--- src/rtl/lsa_params.svh ---
/*
 Constants for the load/store lane alignment unit: option codes, lane masks,
 special register number and reset values. Assumes inclusion by bare name.
*/
`ifndef LSA_PARAMS_SVH
`define LSA_PARAMS_SVH
`define LSA_OPT_WORD       3'h0
`define LSA_OPT_BYTE       3'h1
`define LSA_OPT_HALF       3'h2
`define LSA_SPR_XFER_COUNT 8'h87
`define LSA_BP_SIGN_SET    2'h3
`define LSA_BP_RESET       2'h0
`define LSA_XCNT_RESET     8'h00
`define LSA_LANES_NONE     4'h0
`define LSA_LANES_ALL      4'hf
`define LSA_LANES_HI_HALF  4'hc
`define LSA_LANES_LO_HALF  4'h3
`define LSA_LANE_TOP_BYTE  4'h8
`define LSA_LOW_ZERO       2'h0
`define LSA_PC_RESET       30'h00000000
`endif

--- src/rtl/lsa_pkg.sv ---
/*
 Types shared by the load/store lane alignment unit.
 Assumes the constants header is compiled alongside.
*/
package lsa_pkg;
	typedef logic [31:0] lsa_word_t;
	typedef logic [2:0]  lsa_opt_t;
	typedef logic [3:0]  lsa_lanes_t;
	typedef logic [1:0]  lsa_bp_t;
endpackage

--- src/rtl/lsa_align_unit.sv ---
/*
 Load/store lane selection, alignment check, transfer count register and
 instruction address generation. One access is taken per cycle and answered
 one cycle later. Assumes the core presents the loaded word with the access.
*/
`include "lsa_params.svh"
`timescale 1ns/1ps
`default_nettype none
module lsa_align_unit
	import lsa_pkg::*;
#(
	parameter int COUNT_W = 8
) (
	input  wire logic              mclk_i,
	input  wire logic              rst_i,
	input  wire logic              acc_valid_i,
	input  wire logic              acc_store_i,
	input  wire lsa_pkg::lsa_opt_t access_option_field_i,
	input  wire logic              sign_extend_bit_i,
	input  wire lsa_pkg::lsa_word_t acc_addr_i,
	input  wire lsa_pkg::lsa_word_t load_word_i,
	input  wire lsa_pkg::lsa_word_t store_src_i,
	input  wire logic              trap_misaligned_enable_i,
	input  wire logic              spr_wr_i,
	input  wire logic              spr_rd_i,
	input  wire logic [7:0]        spr_num_i,
	input  wire lsa_pkg::lsa_word_t spr_wdata_i,
	input  wire logic              ccr_count_wr_i,
	input  wire logic [COUNT_W-1:0] ccr_count_i,
	input  wire logic              xfer_done_i,
	input  wire logic              bp_wr_i,
	input  wire lsa_pkg::lsa_bp_t  bp_wdata_i,
	input  wire logic              pc_step_i,
	input  wire logic              pc_jump_i,
	input  wire lsa_pkg::lsa_word_t pc_target_i,
	output logic                   done_o,
	output lsa_pkg::lsa_word_t     load_result_o,
	output lsa_pkg::lsa_word_t     store_data_o,
	output lsa_pkg::lsa_lanes_t    lane_we_o,
	output lsa_pkg::lsa_word_t     mem_addr_o,
	output logic                   trap_misaligned_o,
	output lsa_pkg::lsa_bp_t       byte_pointer_field_o,
	output logic [COUNT_W-1:0]     multiple_transfer_count_o,
	output logic [COUNT_W:0]       transfer_total_o,
	output lsa_pkg::lsa_word_t     spr_rdata_o,
	output logic                   spr_rvalid_o,
	output lsa_pkg::lsa_word_t     instr_addr_o
);
	import lsa_pkg::*;

	generate
		if (COUNT_W < 1 || COUNT_W > 31) begin : g_bad_width
			$error("COUNT_W must lie in 1..31");
		end
	endgenerate

	// Big-endian lane of a byte: offset 0 is bits 31:24
	function automatic logic [7:0] pick_byte(input lsa_word_t w, input logic [1:0] a);
		pick_byte = w[8*(3-a) +: 8];
	endfunction

	function automatic logic [15:0] pick_half(input lsa_word_t w, input logic a1);
		pick_half = a1 ? w[15:0] : w[31:16];
	endfunction

	// Access path
	lsa_word_t  next_load_result, next_store_data, next_mem_addr;
	lsa_lanes_t next_lane_we;
	logic       next_done, next_trap;
	logic [7:0] sel_b;
	logic [15:0] sel_h;
	logic       misaligned;

	always_comb begin
		sel_b = pick_byte(load_word_i, acc_addr_i[1:0]);
		sel_h = pick_half(load_word_i, acc_addr_i[1]);
		misaligned = 1'b0;
		if (access_option_field_i == `LSA_OPT_WORD) begin
			misaligned = acc_addr_i[1:0] != `LSA_LOW_ZERO;
		end else if (access_option_field_i == `LSA_OPT_HALF) begin
			misaligned = acc_addr_i[0];
		end
		next_done = acc_valid_i;
		next_trap = acc_valid_i && trap_misaligned_enable_i && misaligned;
		next_load_result = load_result_o;
		next_store_data = store_data_o;
		next_mem_addr = mem_addr_o;
		next_lane_we = `LSA_LANES_NONE;
		if (acc_valid_i) begin
			case (access_option_field_i)
				`LSA_OPT_BYTE: begin
					next_load_result = {{24{sign_extend_bit_i & sel_b[7]}}, sel_b};
					next_store_data = {4{store_src_i[7:0]}};
					next_lane_we = `LSA_LANE_TOP_BYTE >> acc_addr_i[1:0];
					next_mem_addr = acc_addr_i;
				end
				`LSA_OPT_HALF: begin
					next_load_result = {{16{sign_extend_bit_i & sel_h[15]}}, sel_h};
					next_store_data = {2{store_src_i[15:0]}};
					next_lane_we = acc_addr_i[1] ? `LSA_LANES_LO_HALF : `LSA_LANES_HI_HALF;
					next_mem_addr = {acc_addr_i[31:1], 1'b0};
				end
				default: begin
					next_load_result = load_word_i;
					next_store_data = store_src_i;
					next_lane_we = `LSA_LANES_ALL;
					next_mem_addr = {acc_addr_i[31:2], `LSA_LOW_ZERO};
				end
			endcase
			// A trapped access and a load write no lanes
			if (next_trap || !acc_store_i) begin
				next_lane_we = `LSA_LANES_NONE;
			end
		end
	end

	always_ff @(posedge mclk_i or posedge rst_i) begin
		if (rst_i) begin
			done_o <= 1'b0;
			trap_misaligned_o <= 1'b0;
			load_result_o <= '0;
			store_data_o <= '0;
			mem_addr_o <= '0;
			lane_we_o <= `LSA_LANES_NONE;
		end else begin
			done_o <= next_done;
			trap_misaligned_o <= next_trap;
			load_result_o <= next_load_result;
			store_data_o <= next_store_data;
			mem_addr_o <= next_mem_addr;
			lane_we_o <= next_lane_we;
		end
	end

	// Byte pointer field
	lsa_bp_t next_bp;
	always_comb begin
		next_bp = byte_pointer_field_o;
		if (bp_wr_i) begin
			next_bp = bp_wdata_i;
		end
		// A sign-extending access wins over a software write in the same cycle
		if (acc_valid_i && sign_extend_bit_i) begin
			next_bp = `LSA_BP_SIGN_SET;
		end
	end

	always_ff @(posedge mclk_i or posedge rst_i) begin
		if (rst_i) begin
			byte_pointer_field_o <= `LSA_BP_RESET;
		end else begin
			byte_pointer_field_o <= next_bp;
		end
	end

	// Transfer count: one field, two ways in
	logic [COUNT_W-1:0] next_count;
	logic [COUNT_W:0]   next_total;
	lsa_word_t          next_rdata;
	logic               next_rvalid, spr_hit;
	always_comb begin
		spr_hit = spr_num_i == `LSA_SPR_XFER_COUNT;
		next_count = multiple_transfer_count_o;
		if (xfer_done_i && multiple_transfer_count_o != '0) begin
			next_count = multiple_transfer_count_o - 1'b1;
		end
		// Software writes win over the hardware countdown
		if (ccr_count_wr_i) begin
			next_count = ccr_count_i;
		end
		if (spr_wr_i && spr_hit) begin
			next_count = spr_wdata_i[COUNT_W-1:0];
		end
		next_total = {1'b0, next_count} + 1'b1;
		next_rvalid = spr_rd_i && spr_hit;
		next_rdata = '0;
		if (next_rvalid) begin
			next_rdata[COUNT_W-1:0] = multiple_transfer_count_o;
		end
	end

	always_ff @(posedge mclk_i or posedge rst_i) begin
		if (rst_i) begin
			multiple_transfer_count_o <= COUNT_W'(`LSA_XCNT_RESET);
			transfer_total_o <= '0;
			spr_rdata_o <= '0;
			spr_rvalid_o <= 1'b0;
		end else begin
			multiple_transfer_count_o <= next_count;
			transfer_total_o <= next_total;
			spr_rdata_o <= next_rdata;
			spr_rvalid_o <= next_rvalid;
		end
	end

	// Program counter: low two bits are never stored, so they cannot leak
	logic [29:0] pc, next_pc;
	always_comb begin
		next_pc = pc;
		if (pc_jump_i) begin
			next_pc = pc_target_i[31:2];
		end else if (pc_step_i) begin
			next_pc = pc + 1'b1;
		end
	end

	always_ff @(posedge mclk_i or posedge rst_i) begin
		if (rst_i) begin
			pc <= `LSA_PC_RESET;
			instr_addr_o <= '0;
		end else begin
			pc <= next_pc;
			instr_addr_o <= {next_pc, `LSA_LOW_ZERO};
		end
	end
endmodule
`default_nettype wire

--- config.mk ---
export PLATFORM = sky130hd
export DESIGN_NAME = lsa_align_unit
export DESIGN_NICKNAME = d
export VERILOG_FILES = /design/src/rtl/lsa_pkg.sv /design/src/rtl/lsa_align_unit.sv
export VERILOG_INCLUDE_DIRS = /design/src /design/src/rtl
export SDC_FILE = /design/constraint.sdc
export NUM_CORES = 1
export LEC_CHECK = 0
export ABC_AREA = 1
export BUFFER_PORTS_ARGS = -buffer_cell sky130_fd_sc_hd__buf_2
export CAP_MARGIN = 5
export CELL_PAD_IN_SITES_DETAIL_PLACEMENT = 0
export CELL_PAD_IN_SITES_GLOBAL_PLACEMENT = 2
export CORE_AREA = 2 2 178 180
export DETAILED_ROUTE_END_ITERATION = 6
export DIE_AREA = 0 0 180 182
export PLACE_DENSITY = 0.81
export SETUP_SLACK_MARGIN = 0.4
export SYNTH_ARGS = -nofsm -noshare
export SYNTH_HDL_FRONTEND = slang
export SYNTH_SLANG_ARGS = --single-unit
--- constraint.sdc ---
create_clock -name mclk_i -period 9 [get_ports mclk_i]
set_input_delay 1.35 -clock mclk_i [delete_from_list [all_inputs] [get_ports mclk_i]]
set_output_delay 1.35 -clock mclk_i [all_outputs]
set_load 0.1 [all_outputs]
==> metrics.yaml <==
timing:
  worst_pin_slew_ps: 1020
  min_period_ps: 3140
  hold_ws_ps: 471
  setup_tns_ps: 0
  drv_slew: 0
  setup_viol: 0
  finalClockSkew_ps: 11.3
  hold_violations: 0
  period_share_pct: 34.9
  rsz0062_at_grt: "false"
  fmax_ghz: 0.318
  maxSlewHeadroom_pct: 32.0
critical_path:
  criticalPathCategory: "in -> reg"
  arrival_ps: 3500
  crit_path_max_fanout: 42
  crit_chain: "buf_2 -> inv_1 -> nor2_1 -> nand2_1 -> nand2_1 -> buf_4 -> inv_2 -> nand2_1 -> a21oi_1"
  critPathLaunch: "access_option_field_i[0]"
  cpMaxStageDelayCell: "inv_2"
  r2r_start: "multiple_transfer_count_o[0]"
  max_stage_delay_ps: 620
  start_kind: "input port"
  cpMostUsedCell: "nand2_1"
  worstPathRequired_ps: 9360
  worst-path-buf-inv: 4
  crit_family: "buffers and inverters"
  end_kind: "flip-flop"
routing:
  drc: 0
  via_count: 7857
  via_per_inst: 4.48
  firstDrtPassIters: 5
  finalWirelength_mm: 27.1
  ant_nets: 0
  drt-initial-drc-count: 405
  routedWlPerCell_um: 15.4
cts:
  cts_htree_levels: 4
  cts-hold-fix-buffers: 0
  post_cts_resized: 0
  cts_made_buffers: 17
  cts.sinks: 160
  cts_setup_buffers: 0
  cts-root-buf: "clkbuf_16"
  path_clk_slew_ps: 60
  clockBufferDepth: 2
  cts_tree: "yes"
  clock_latency_ps: 440
pwr:
  pwr_density_cell_nw_per_um2: 240
  p_switching_mw: 1.16
  power_leakage_nw: 5.70
  pwr-share-comb_pct: 35.6
  clockPowerShare_pct: 31.7
  switching_share_pct: 44.6
  p_int_mw: 1.44
  report.power.total_mw: 2.59
  pwr-share-seq_pct: 32.6
  ir_drop_uv: 102
global_routing:
  first_global_vias: 7808
  grt_pass1_wl_mm: 43.2
  grt_overflow: 0
  grt_max_degree: 102
  track_usage_pct: 16.5
  antenna_found_initial: 2
floorplan:
  initial_core_util_pct: 26.7
  fp.dieW_um: 180
  pin_count: 380
  rows: 65
  die-area_sq_um: 32800
  core_sq_um: 31000
  die_h_um: 182
synth:
  synth_seq_area_share_pct: 48.5
  synth_edf_count: 0
  syn_area_per_cell_sq_um: 8.04
  syn_inst: 1028
  synthTopCellsByCount: "311 x nand2_1, 160 x dfrtp_1, 96 x inv_1"
  synth-seq-cells: 160
  yosys.cell_count.top_type: "nand2_1"
  yosysWarnings: 0
  dominantRegCellSynth: "dfrtp_1"
  synthTopCellsByArea: "dfrtp_1 48%, nand2_1 14%, inv_1 4.4%"
  synth_top_cell_by_area: "dfrtp_1"
  synth_area_sq_um: 8260
  synthArstFlopShare_pct: 100
  synth.distinct_cells: 43
  synth_top_area_share_pct: 48.5
flow_run:
  drv_cap: 0
min_path:
  hold_path_startpoint: "mem_addr_o[5]"
  min_path_type: "reg -> reg"
placed_design:
  dp_hpwl_mm: 20.0
  portBuffers: 327
  place_area_sq_um: 10200
  gp_congestion: 0.769
  placedCellCount: 1721
layout:
  drive_gt1_share_pct: 31.0
  nets: 1536
  area.growth.synth_to_final_pct: 30.9
  final_cell_count_no_fill: 1752
  num-fill-cells: 3356
  final_cell_area_sq_um: 10800
  insertedDiodeCount: 0
  multiInputGateArea_sq_um: 3590
  seq_area_sq_um: 4000
run_status:
  outcome: "complete, no violations"
cell type report:
type | instances | share of cell area, %
well taps | 402 | 4.65
multi-input cells | 724 | 33.2
clock buffers | 19 | 4.09
inverters | 101 | 3.55
clock inverters | 12 | 1.91
repair buffers | 334 | 15.6
flip-flops and latches | 160 | 37.0
layout by cell type (no fill, tap or decap), types with 3 or more instances in the layout:
cell type,synthesis,routed
buf_2,9,327
nor4_1,6,6
nor2_4,7,7
a31oi_1,9,9
nand2_1,311,311
nand3_2,7,7
xor2_1,18,18
a21oi_4,4,4
o211ai_1,7,7
o221ai_1,4,4
inv_6,0,3
nand2_4,4,4
ha_1,4,4
o21ai_0,61,61
nor3_2,3,3
buf_4,28,7
a22oi_1,23,23
bufinv_16,0,5
a21oi_1,62,62
conb_1,1,26
nand4_1,6,6
inv_1,96,94
clkbuf_16,0,17
nor3_1,8,8
nand2_2,11,11
o21ai_1,5,5
nor2_2,8,8
inv_2,5,6
dfrtp_1,160,160
nand3_1,22,22
xnor2_1,6,6
clkinv_4,0,3
nor2_1,76,76
o22ai_1,16,16
tightest hold or removal path, cell delays in order, from the launching register on:
cell and delay, ps:
dfrtp_1 340, nand2_1 50, nand2_1 40
cells by family (layout without fill, tap and decap cells):
logic type / Yosys count / in the layout / share of synthesized area (%)
adder cells (fa/ha/maj): 4 / 4 / 0.606
flip-flops: 160 / 160 / 48.5
XOR/XNOR: 24 / 24 / 2.54
AND/OR/NAND/NOR: 471 / 471 / 24.6
AO/OA/AOI/OAI: 198 / 198 / 14.3
other: 1 / 26 / 0.0454
multiplexers: 1 / 1 / 0.121
buffers and inverters: 169 / 466 / 9.27
worst paths after layout:
check                      cells after the start                  end  slack [ps]
min in group asynchronous                      2        mem_addr_o[7]        1050
max in group asynchronous                      3  transfer_total_o[0]        6400
setup reg to reg                              16  transfer_total_o[6]        6670
setup / recovery                               9     store_data_o[18]        5860
hold reg to reg                                2        mem_addr_o[5]         470
hold / removal                                 2        mem_addr_o[5]         470
routing by layer:
metal | vias up | routed length [um] | track usage (%)
met5 | - | 27 | 0
met4 | 4 | 364 | 4.49
met3 | 24 | 1590 | 4.57
met2 | 236 | 13000 | 27.2
met1 | 3704 | 12100 | 21.4
li1 | 3889 | - | -
sequential cells by signal, indices dropped and copies added, names as in the netlist:
| signal | flops |
|---|---|
| spr_rvalid_o | 1 |
| trap_misaligned_o | 1 |
| spr_rdata_o | 8 |
| transfer_total_o | 9 |
| lane_we_o | 4 |
| multiple_transfer_count_o | 8 |
| pc | 30 |
| byte_pointer_field_o | 2 |
| store_data_o | 32 |
| load_result_o | 32 |
| mem_addr_o | 32 |
| done_o | 1 |
stage by stage:
| step | util, % | setup WS [ps] |
|---|---|---|
| after detailed placement | 32.8 | 5410 |
| after global routing | 34.9 | 5700 |
| final | 34.9 | 5860 |
| after global placement | 32.8 | 5410 |
| after CTS | 34.9 | 5870 |
| after floorplan | - | 3330 |
power by group through the flow:
stage | registers (mW) | logic (mW) | clock network [mW]
final | 0.846 | 0.924 | 0.823
after global routing | 0.856 | 0.970 | 0.877
after CTS | 0.846 | 0.931 | 0.849
after detailed placement | 0.858 | 0.930 | 0
after global placement | 0.857 | 0.928 | 0
after floorplan | 1.38 | 0.231 | 0
(Power assumes the default switching activity.)
